<file path="config.mk">
export PLATFORM = sky130hd
export DESIGN_NAME = bwsc_bank
export DESIGN_NICKNAME = d
export VERILOG_FILES = /design/src/common/bwsc_pkg.sv /design/src/hw/bwsc_store.sv /design/src/hw/bwsc_bank.sv
export SDC_FILE = /design/constraint.sdc
export NUM_CORES = 2
export LEC_CHECK = 0
export BUFFER_PORTS_ARGS = -buffer_cell sky130_fd_sc_hd__buf_2
export CORE_ASPECT_RATIO = 1.1
export CORE_UTILIZATION = 50
export CTS_CLUSTER_DIAMETER = 200
export DETAILED_ROUTE_END_ITERATION = 8
export PLACE_DENSITY = 0.69
export SYNTH_ARGS = -nofsm -noshare
export SYNTH_HDL_FRONTEND = slang
export SYNTH_SLANG_ARGS = --single-unit
</file>
<file path="constraint.sdc">
create_clock -name clk_sys_in -period 4.15 [get_ports clk_sys_in]
set_input_delay 0.83 -clock clk_sys_in [delete_from_list [all_inputs] [get_ports clk_sys_in]]
set_output_delay 0.83 -clock clk_sys_in [all_outputs]
set_load 0.02 [all_outputs]
</file>
<file path="src/common/bwsc_pkg.sv">
// Constants for the bandwidth stride and window configuration bank.
// Assumes one 100 MHz clock and a simple one-cycle register access port.
//
// Contract
// - Stride setting stored per selected partition
// - Stride register only with both capabilities
// - Enable bit 31 gates stride regulation
// - Stride field holds cost, stride minus one
// - Only allocation-width stride bits implemented
// - Separate secure and non-secure copies
// - Instance selector indexes when present
// - Window register only with bandwidth partitioning
// - Window read-only, hardware width when unwritable
// - Window writable per partition when flagged
// - Window integer microseconds in bits 23:8
// - Window fraction microseconds in bits 7:0
// - Selector low sixteen bits pick partition
// - Selector bits 27:24 pick resource instance
// - Wrong internal bit flags error, blocks write
`default_nettype none

package bwsc_pkg;
  // ----------------------------------------------------------------
  // Register map
  // ----------------------------------------------------------------
  localparam logic [11:0] OFF_WINDOW    = 12'h220; // Window width page offset
  localparam logic [11:0] OFF_STRIDE    = 12'h500; // Stride page offset
  localparam int          ADDR_W        = 12;      // Page offset width
  // ----------------------------------------------------------------
  // Field layout
  // ----------------------------------------------------------------
  localparam int          STRIDE_EN_BIT = 31;      // Stride enable
  localparam int          STRIDE_W      = 16;      // Stride field width
  localparam int          BW_ALLOC_WIDTH        = 8;       // Implemented stride bits
  localparam int          WIN_W         = 24;      // Integer plus fraction
  localparam int          WIN_FRAC_W    = 8;       // Fraction bits 7:0
  localparam int          SEL_PART_W    = 16;      // Selector partition field
  localparam int          SEL_INT_BIT   = 16;      // Selector internal bit
  localparam int          SEL_RIS_LSB   = 24;      // Selector instance field
  localparam int          SEL_RIS_W     = 4;       // Instance field width
  // ----------------------------------------------------------------
  // Storage shape and reset values
  // ----------------------------------------------------------------
  localparam int          PART_W        = 3;       // Stored partitions: 8
  localparam int          IDX_W         = PART_W + 2; // Security, instance, part
  localparam int          ENTRIES       = 1 << IDX_W;
  localparam logic        EN_RST        = 1'b0;
  localparam logic [BW_ALLOC_WIDTH-1:0] STRIDE_RST = 8'h00;
  localparam logic [WIN_W-1:0]  WIN_RST    = 24'h000000;
endpackage

`default_nettype wire

</file>
<file path="src/hw/bwsc_store.sv">
// Per-partition storage array for stride and window settings.
// Assumes writes are already decoded and qualified by the bank top.
`default_nettype none

module bwsc_store (
  input  wire logic                        clk_sys_in,   // System clock
  input  wire logic                        rstn_in,      // Sync reset, low
  input  wire logic                        wr_stride_in, // Write stride entry
  input  wire logic                        wr_win_in,    // Write window entry
  input  wire logic [bwsc_pkg::IDX_W-1:0]  widx_in,      // Write index
  input  wire logic                        wen_bit_in,   // Enable to store
  input  wire logic [bwsc_pkg::BW_ALLOC_WIDTH-1:0] wstride_in,   // Stride to store
  input  wire logic [bwsc_pkg::WIN_W-1:0]  wwin_in,      // Window to store
  input  wire logic [bwsc_pkg::IDX_W-1:0]  ridx_a_in,    // Bus read index
  output logic                             en_a_out,     // Bus read enable
  output logic      [bwsc_pkg::BW_ALLOC_WIDTH-1:0] stride_a_out, // Bus read stride
  output logic      [bwsc_pkg::WIN_W-1:0]  win_a_out,    // Bus read window
  input  wire logic [bwsc_pkg::IDX_W-1:0]  ridx_b_in,    // Regulator index
  output logic                             en_b_out,     // Regulator enable
  output logic      [bwsc_pkg::BW_ALLOC_WIDTH-1:0] stride_b_out, // Regulator stride
  output logic      [bwsc_pkg::WIN_W-1:0]  win_b_out     // Regulator window
);
  // ----------------------------------------------------------------
  // Arrays, one entry per security state, instance and partition
  // ----------------------------------------------------------------
  logic                        en_q     [bwsc_pkg::ENTRIES]; // Enable bits
  logic [bwsc_pkg::BW_ALLOC_WIDTH-1:0] stride_q [bwsc_pkg::ENTRIES]; // Stride costs
  logic [bwsc_pkg::WIN_W-1:0]  win_q    [bwsc_pkg::ENTRIES]; // Window widths

  // Storage update; reset clears every entry so regulation starts off
  always_ff @(posedge clk_sys_in) begin
    if (!rstn_in) begin
      for (int i = 0; i < bwsc_pkg::ENTRIES; i++) begin
        en_q[i]     <= bwsc_pkg::EN_RST;
        stride_q[i] <= bwsc_pkg::STRIDE_RST;
        win_q[i]    <= bwsc_pkg::WIN_RST;
      end
    end else begin
      if (wr_stride_in) begin
        en_q[widx_in]     <= wen_bit_in;
        stride_q[widx_in] <= wstride_in;
      end
      if (wr_win_in) begin
        win_q[widx_in] <= wwin_in;
      end
    end
  end

  // Two independent read ports
  assign en_a_out     = en_q[ridx_a_in];
  assign stride_a_out = stride_q[ridx_a_in];
  assign win_a_out    = win_q[ridx_a_in];
  assign en_b_out     = en_q[ridx_b_in];
  assign stride_b_out = stride_q[ridx_b_in];
  assign win_b_out    = win_q[ridx_b_in];
endmodule

`default_nettype wire

</file>
<file path="src/hw/bwsc_bank.sv">
// Stride and window-width configuration bank with secure and non-secure pages.
// Assumes the partition selectors live elsewhere and arrive as plain inputs,
// and that capability flags are static configuration on the same clock.
`default_nettype none

module bwsc_bank (
  input  wire logic                        clk_sys_in,        // 100 MHz clock
  input  wire logic                        rstn_in,           // Sync reset, low
  input  wire logic                        acc_req_in,        // Access request
  input  wire logic                        acc_wr_in,         // 1 write, 0 read
  input  wire logic                        acc_secure_in,     // 1 secure page
  input  wire logic [bwsc_pkg::ADDR_W-1:0] acc_addr_in,       // Page offset
  input  wire logic [31:0]                 acc_wdata_in,      // Write data
  output logic                             acc_ack_out,       // Access done
  output logic      [31:0]                 acc_rdata_out,     // Read data
  output logic                             acc_err_out,       // Internal bit error
  input  wire logic [31:0]                 part_sel_s_in,     // Secure selector
  input  wire logic [31:0]                 part_sel_ns_in,    // Non-secure selector
  input  wire logic                        bw_partitioning_present_in, // Capability
  input  wire logic                        stride_support_present_in,  // Capability
  input  wire logic                        instance_select_present_in, // Capability
  input  wire logic                        narrowing_present_in,       // Capability
  input  wire logic                        window_writable_flag_in,    // Capability
  input  wire logic [bwsc_pkg::WIN_W-1:0]  hw_window_in,      // Hardware window
  input  wire logic                        reg_secure_in,     // Regulator query
  input  wire logic [15:0]                 reg_part_in,       // Regulator partition
  input  wire logic [3:0]                  reg_ris_in,        // Regulator instance
  output logic                             reg_stride_en_out, // Stride regulation on
  output logic      [15:0]                 reg_stride_out,    // Stride minus one
  output logic      [bwsc_pkg::WIN_W-1:0]  reg_window_out     // Window width
);
  // ----------------------------------------------------------------
  // Index decoding, shared by bus and regulator paths
  // ----------------------------------------------------------------
  // Returns {in_range, security, instance, partition}. Partitions beyond the
  // stored range read zero and drop writes rather than alias.
  function automatic logic [bwsc_pkg::IDX_W:0] cfg_index(
    input logic        sec,
    input logic [31:0] sel,
    input logic        ris_on
  );
    logic ok;
    logic resource_instance_selector;
    ok  = (sel[bwsc_pkg::SEL_PART_W-1:bwsc_pkg::PART_W] == '0) &&
          (!ris_on || sel[bwsc_pkg::SEL_RIS_LSB+bwsc_pkg::SEL_RIS_W-1:
                          bwsc_pkg::SEL_RIS_LSB+1] == '0);
    resource_instance_selector = ris_on & sel[bwsc_pkg::SEL_RIS_LSB];
    return {ok, sec, resource_instance_selector, sel[bwsc_pkg::PART_W-1:0]};
  endfunction

  // ----------------------------------------------------------------
  // Bus decode
  // ----------------------------------------------------------------
  logic [31:0]                 sel_w;       // Selector of the accessing page
  logic [bwsc_pkg::IDX_W:0]    bus_ix_w;    // Decoded bus index
  logic                        in_range_w;  // Index is stored
  logic                        hit_stride_w; // Stride register present and hit
  logic                        hit_win_w;   // Window register present and hit
  logic                        int_bad_w;   // Internal bit wrong for access
  logic                        err_w;       // Flag an internal-bit error
  logic                        wr_stride_w; // Qualified stride write
  logic                        wr_win_w;    // Qualified window write
  logic                        en_a_w;      // Stored enable, bus port
  logic [bwsc_pkg::BW_ALLOC_WIDTH-1:0] stride_a_w;  // Stored stride, bus port
  logic [bwsc_pkg::WIN_W-1:0]  win_a_w;     // Stored window, bus port
  logic [bwsc_pkg::WIN_W-1:0]  win_rd_w;    // Window value seen by software
  logic [31:0]                 rd_w;        // Read data before register

  assign sel_w      = acc_secure_in ? part_sel_s_in : part_sel_ns_in;
  assign bus_ix_w   = cfg_index(acc_secure_in, sel_w, instance_select_present_in);
  assign in_range_w = bus_ix_w[bwsc_pkg::IDX_W];
  assign hit_stride_w = (acc_addr_in == bwsc_pkg::OFF_STRIDE) &&
                        bw_partitioning_present_in && stride_support_present_in;
  assign hit_win_w  = (acc_addr_in == bwsc_pkg::OFF_WINDOW) &&
                      bw_partitioning_present_in;
  // Without narrowing the internal bit is forced to zero by the selector, so
  // only the narrowing case can be wrong; software must set it first.
  assign int_bad_w  = narrowing_present_in && !sel_w[bwsc_pkg::SEL_INT_BIT];
  assign err_w      = acc_req_in && (hit_stride_w || hit_win_w) && int_bad_w;
  assign wr_stride_w = acc_req_in && acc_wr_in && hit_stride_w &&
                       !int_bad_w && in_range_w;
  assign wr_win_w   = acc_req_in && acc_wr_in && hit_win_w && !int_bad_w &&
                      in_range_w && window_writable_flag_in;

  // A read-only window reports the hardware width, which may change anytime
  assign win_rd_w = window_writable_flag_in ? win_a_w : hw_window_in;

  // Read mux; errored, absent and out-of-range reads return zero
  assign rd_w = (int_bad_w || !in_range_w) ? 32'h0000_0000 :
                hit_stride_w ? {en_a_w, 15'h0000,
                                {(bwsc_pkg::STRIDE_W-bwsc_pkg::BW_ALLOC_WIDTH){1'b0}},
                                stride_a_w} :
                hit_win_w    ? {8'h00, win_rd_w} :
                32'h0000_0000;

  // ----------------------------------------------------------------
  // Regulator query decode
  // ----------------------------------------------------------------
  logic [bwsc_pkg::IDX_W:0]    reg_ix_w;    // Decoded regulator index
  logic                        en_b_w;      // Stored enable, regulator port
  logic [bwsc_pkg::BW_ALLOC_WIDTH-1:0] stride_b_w;  // Stored stride, regulator port
  logic [bwsc_pkg::WIN_W-1:0]  win_b_w;     // Stored window, regulator port

  assign reg_ix_w = cfg_index(reg_secure_in, {4'h0, reg_ris_in, 8'h00, reg_part_in},
                              instance_select_present_in);

  // ----------------------------------------------------------------
  // Storage
  // ----------------------------------------------------------------
  bwsc_store u_store (
    .clk_sys_in   (clk_sys_in),
    .rstn_in      (rstn_in),
    .wr_stride_in (wr_stride_w),
    .wr_win_in    (wr_win_w),
    .widx_in      (bus_ix_w[bwsc_pkg::IDX_W-1:0]),
    .wen_bit_in   (acc_wdata_in[bwsc_pkg::STRIDE_EN_BIT]),
    .wstride_in   (acc_wdata_in[bwsc_pkg::BW_ALLOC_WIDTH-1:0]),
    .wwin_in      (acc_wdata_in[bwsc_pkg::WIN_W-1:0]),
    .ridx_a_in    (bus_ix_w[bwsc_pkg::IDX_W-1:0]),
    .en_a_out     (en_a_w),
    .stride_a_out (stride_a_w),
    .win_a_out    (win_a_w),
    .ridx_b_in    (reg_ix_w[bwsc_pkg::IDX_W-1:0]),
    .en_b_out     (en_b_w),
    .stride_b_out (stride_b_w),
    .win_b_out    (win_b_w)
  );

  // ----------------------------------------------------------------
  // Registered bus answer
  // ----------------------------------------------------------------
  // Every access answers one cycle later; writes return zero data
  always_ff @(posedge clk_sys_in) begin
    if (!rstn_in) begin
      acc_ack_out   <= 1'b0;
      acc_rdata_out <= 32'h0000_0000;
      acc_err_out   <= 1'b0;
    end else begin
      acc_ack_out   <= acc_req_in;
      acc_rdata_out <= (acc_req_in && !acc_wr_in) ? rd_w : 32'h0000_0000;
      acc_err_out   <= err_w;
    end
  end

  // ----------------------------------------------------------------
  // Registered settings toward the regulator datapath
  // ----------------------------------------------------------------
  // Disabled or unknown partitions present enable low, so the regulator
  // leaves them alone; a larger stride means a larger cost per access.
  always_ff @(posedge clk_sys_in) begin
    if (!rstn_in) begin
      reg_stride_en_out <= bwsc_pkg::EN_RST;
      reg_stride_out    <= 16'h0000;
      reg_window_out    <= bwsc_pkg::WIN_RST;
    end else begin
      reg_stride_en_out <= reg_ix_w[bwsc_pkg::IDX_W] && en_b_w &&
                           bw_partitioning_present_in && stride_support_present_in;
      reg_stride_out    <= {{(bwsc_pkg::STRIDE_W-bwsc_pkg::BW_ALLOC_WIDTH){1'b0}},
                            stride_b_w};
      reg_window_out    <= window_writable_flag_in ? win_b_w : hw_window_in;
    end
  end
endmodule

`default_nettype wire

</file>
# Yosys cells after proc, flatten, opt, wreduce, memory -nomap -nowiden
# Memory sizes are Yosys's and may differ from the RTL's. A register that Yosys moved wholly into a read port is not among the register bits.
# Cells that the tools add are included.
# op_classes
bitwise	5
n_reduce_logical	40
muxes	21
n_eq_ne	2
# op_table
op	n
2-to-1 mux 24 bit	4
2-to-1 mux 32 bit	1
2-to-1 mux 28 bit	1
logical NOT 13 bit	2
OR reduction 24 bit	1
logical AND 1 bit	20
2-to-1 mux 5 bit	3
equality test 12 x 10 -> 1 bit, second input constant	1
equality test 12 x 11 -> 1 bit, second input constant	1
2-to-1 mux 1 bit	11
2-to-1 mux 8 bit	1
OR reduction 8 bit	1
logical NOT 1 bit	6
logical NOT 3 bit	2
OR reduction 5 bit	1
logical OR 1 bit	4
OR reduction 4 bit	1
NOT 1 bit	3
OR reduction 3 bit	1
bitwise AND 1 bit	2
OR reduction 1 bit	1
# word_totals
n_memories	3
ramBits	1056
ff_bits	67
wordCells	79
# memory_table
name	words	word_bits	rd	rd_clocked_by_memory_dff	write_ports	line	source
u_store.win_q	32	24	2	0	32	bwsc_store.sv:28	logic [bwsc_pkg::WIN_W-1:0] win_q [bwsc_pkg::ENTRIES];
u_store.stride_q	32	8	2	1	32	bwsc_store.sv:27	logic [bwsc_pkg::BW_ALLOC_WIDTH-1:0] stride_q [bwsc_pkg::ENTRIES];
u_store.en_q	32	1	2	0	32	bwsc_store.sv:26	logic en_q [bwsc_pkg::ENTRIES];

# Depth between registers and ports, before layout
# logic_depth
depth_word	12
mapped_depth	13
mapped_depth_nobuf	7

# Cells and area by module
# Synthesis repeated with hierarchy kept, for this count alone.
# unflattened
cells_unflattened	5167
hier_area_um2	60365.4
# modules_own_cells
module	n_inst	cells_each	area_each_um2	seq_area_each_um2
bwsc_store	1	4911	57675.3	31390.1
bwsc_bank	1	256	2690.1	1201.2

# Least setup slack after synthesis
# No wires, ideal clock.
# synth_path
path_kind	input-to-reg
from	in acc_secure_in
to	mem u_store.win_q[15][0] in the netlist's numbering, enable pin
n_path_buf	4
path_stages	9
setup_ns	0.438
arrival_ns	4.040
t_required_ns	3.712
setup_slack_ns	-0.329
cell_sequence	buf_6 > buf_4 > nor4_1 > o211a_1 > nand4_1 > or2_2 > buf_2 > buf_2 > o21ai_0
# synth_lines
element	line	source
start: declaration	bwsc_bank.sv:11	input wire logic acc_secure_in,
end: declaration	bwsc_store.sv:28	

==> reports/metrics.cfg <==
[power_and_ir_drop]
p_per_area_nw_per_um2 = 416
p_leak_nw = 23.8
ir_drop_mv = 0.400

[timing]
finalMaxSlewViolations = 0
rsz0062_at_grt = no
hold_viol_final = 0
finalCriticalPeriod_ns = 3.36
worst_pin_slew_ns = 1.18
setup_viol = 0
slew_headroom = 0.216
finalCritPeriodShare = 0.810
max_freq_ghz = 0.298
setup_slack_ns = 0.789
fin_skew_ns = 0.0366

[grt]
grt_pass1_vias = 39400
grt_pass1_wl_um = 280000
gr-total-overflow = 0
grt_max_degree = 130
antenna_found_initial = 18
track_usage = 0.337

[clock_tree]
post_cts_resized = 0
htreeDepth = 3
cts.path.max_buffers = 3
ctsHoldBuffers = 0
clk_pin_slew_ns = 0.06
clock_latency_ns = 0.75
tritoncts = done
post_cts_buffers = 0
clock-sinks = 1116
cts_root_buf = clkbuf_16
cts_buffers = 116

[worst_setup_path]
cp_slowest_cell = or2_2
cp_max_fo = 16
worstPathArrival_ns = 3.74
slowest_delay_ns = 0.74
reg2reg_depth = 5
crit_start = acc_secure_in
cp-end-kind = register
r2r-start = u_store.win_q[11][4]
crit_type = input pin to register
start_kind = input pin
endpoint = u_store.win_q[14][11]
rrSetupSlack_ns = 1.88
cp_cell_sequence = buf_2 -> inv_1 -> o41ai_1 -> o211a_1 -> nand4_1 -> or2_2 -> o21ai_4 -> buf_4
worst-endpoint-required_ns = 4.53
timing.rr.end = acc_rdata_out[4]

[place]
portBuffers = 193
pre_cts_slack_ns = 0.197
dp.final_hpwl_um = 131000
globalplace.congestion = 0.986
dp.cells = 5860

[floorplan]
die_w_um = 328
initial_core_util = 0.505
die_area_um2 = 118000
row_count = 131
pin_count = 238
die_y_um = 361
core-area_um2 = 116000

[status]
status = complete, no violations

[final_layout]
drive_gt1_frac = 0.268
stdcell_count = 6088
fillers = 9010
area_delta_synth_final_pct = 14.3
fin_nets = 4612

[drt]
via_count = 39800
drt-pass1-iter-count = 6
drc_errors = 0
dr.first_iter.drc_count = 5830
vias_per_cell = 6.54
routed_wl_um = 199000
postRouteAntennaNets = 0
routedWlPerCell_um = 32.7

[synthesis]
synth_seq_cells = 1116
synth_flop_cell = edfxtp_1
synth_cell_type_count = 49
synth.avg_cell_area_um2 = 13.6
synth_warnings = 0
netlist_area_um2 = 58500
async_flop_share = 0
synth_edf_count = 1024
synth_cells = 4298
ys_seq_area_frac = 0.557

[run]
maxCapViolations = 0

[min_path]
hp-class = input pin to register

-- power breakdown --
group	internal [W]	switching, W
clock	0.00676	0.00466
sequential	0.0128	0.000271
combinational	0.00134	0.00195
-- flip-flops by register name, indices dropped and copies added (netlist names) --
register           flops
acc_err_out            1
reg_stride_en_out      1
acc_rdata_out         25
reg_stride_out         8
u_store.stride_q     256
u_store.en_q          32
u_store.win_q        768
reg_window_out        24
acc_ack_out            1
-- stage by stage --
stage	total power [W]	cell area, µm²	hold WS [ns]	util	TNS, ns
after floorplan	0.0152	58500	0.452	-	-205.45
after global placement	0.0164	62600	0.467	0.540	0
after detailed placement	0.0165	62600	0.472	0.540	0
after CTS	0.0277	66800	0.327	0.576	0
after global routing	0.0283	66800	0.359	0.576	0
final	0.0278	66800	0.350	0.577	0
-- metal layers --
metal / up-vias / global-route usage / routed length [µm]
li1: 16400 / - / -
met1: 20000 / 0.407 / 67000
met2: 2807 / 0.531 / 93700
met3: 681 / 0.0781 / 22400
met4: 12 / 0.241 / 16100
met5: - / 0 / 87
-- Yosys cell counts, types with 2 or more instances --
cell type	number	area (µm²)
and4_1	11	96.3
nor2b_1	9	56.3
nor4_1	35	219
clkbuf_2	12	60.1
nand2b_1	36	225
a31oi_1	19	119
or2_1	2	12.5
buf_2	68	340
mux2i_1	118	1180
nand4_1	7	43.8
or4_1	12	90.1
nand2_1	412	1550
a22oi_1	57	428
mux4_2	478	10800
o22ai_1	56	350
a211oi_1	11	82.6
clkbuf_1	298	1120
and2_1	1027	6420
buf_6	10	113
o21ai_0	99	495
a311oi_1	8	70.1
a22o_1	2	17.5
dfxtp_1	92	1840
nand3_1	106	531
inv_1	2	7.51
and3_1	9	56.3
buf_4	21	158
buf_1	37	139
nor2_1	51	191
a21oi_1	107	536
edfxtp_1	1024	30700
nor2_2	7	43.8
or3_1	2	12.5
nor3_1	37	185
or2_2	2	12.5
-- critical path, delay by kind of cell --
kind,cells,cell delay [ns]
buffers and inverters,3,0.84
AND/OR/NAND/NOR,2,1.17
AO/OA/AOI/OAI,3,0.88
-- kinds of logic after synthesis --
group	count (synthesis)	synth area share
AND/OR/NAND/NOR	1769	0.167
flip-flops	1116	0.557
multiplexers	599	0.205
buffers and inverters	448	0.0331
AO/OA/AOI/OAI	365	0.0368
other	1	0.0000641
-- worst min-delay path by stage --
stage | from | endpoint | slack (ns) | depth (start not counted)
4_1_cts | acc_req_in | acc_ack_out | 0.33 | 2
3_5_place_dp | u_store.en_q[16] | u_store.en_q[16] | 0.47 | 2
2_1_floorplan | u_store.en_q[31] | u_store.en_q[31] | 0.45 | 2
5_1_grt | acc_req_in | acc_ack_out | 0.36 | 2
3_3_place_gp | u_store.en_q[0] | u_store.en_q[0] | 0.47 | 2
6_report | acc_req_in | acc_ack_out | 0.35 | 2
-- final cells by class --
| class | count | area, µm² | share of cell area |
|---|---|---|---|
| Tap cell | 1529 | 1910 | 0.0286 |
| Inverter | 2 | 7.51 | 0.000112 |
| Clock buffer | 153 | 3360 | 0.0503 |
| Multi-Input combinational cell | 2748 | 24500 | 0.367 |
| Timing Repair Buffer | 465 | 3590 | 0.0538 |
| Clock inverter | 69 | 826 | 0.0124 |
| Sequential cell | 1116 | 32600 | 0.488 |
| Antenna cell | 6 | 15.0 | 0.000225 |
-- placed cells by master, fill, tap and decap left out, drive strengths merged, types with 10 or more instances in the layout --
master and count:
edfxtp 1024, clkbuf 153, dfxtp 92, nor3 37, o21ai 99, mux4 478, a21oi 107, conb 15
a211oi 11, or4 12, and4 11, a31oi 19, buf 465, a22oi 57, o22ai 56, nor2 59
mux2i 119, nand2 412, nand2b 36, and2 1027, bufinv 17, inv 10, nor4 35, nand3 106
clkinv 35
No activity file was read; power rests on OpenSTA's default activity.
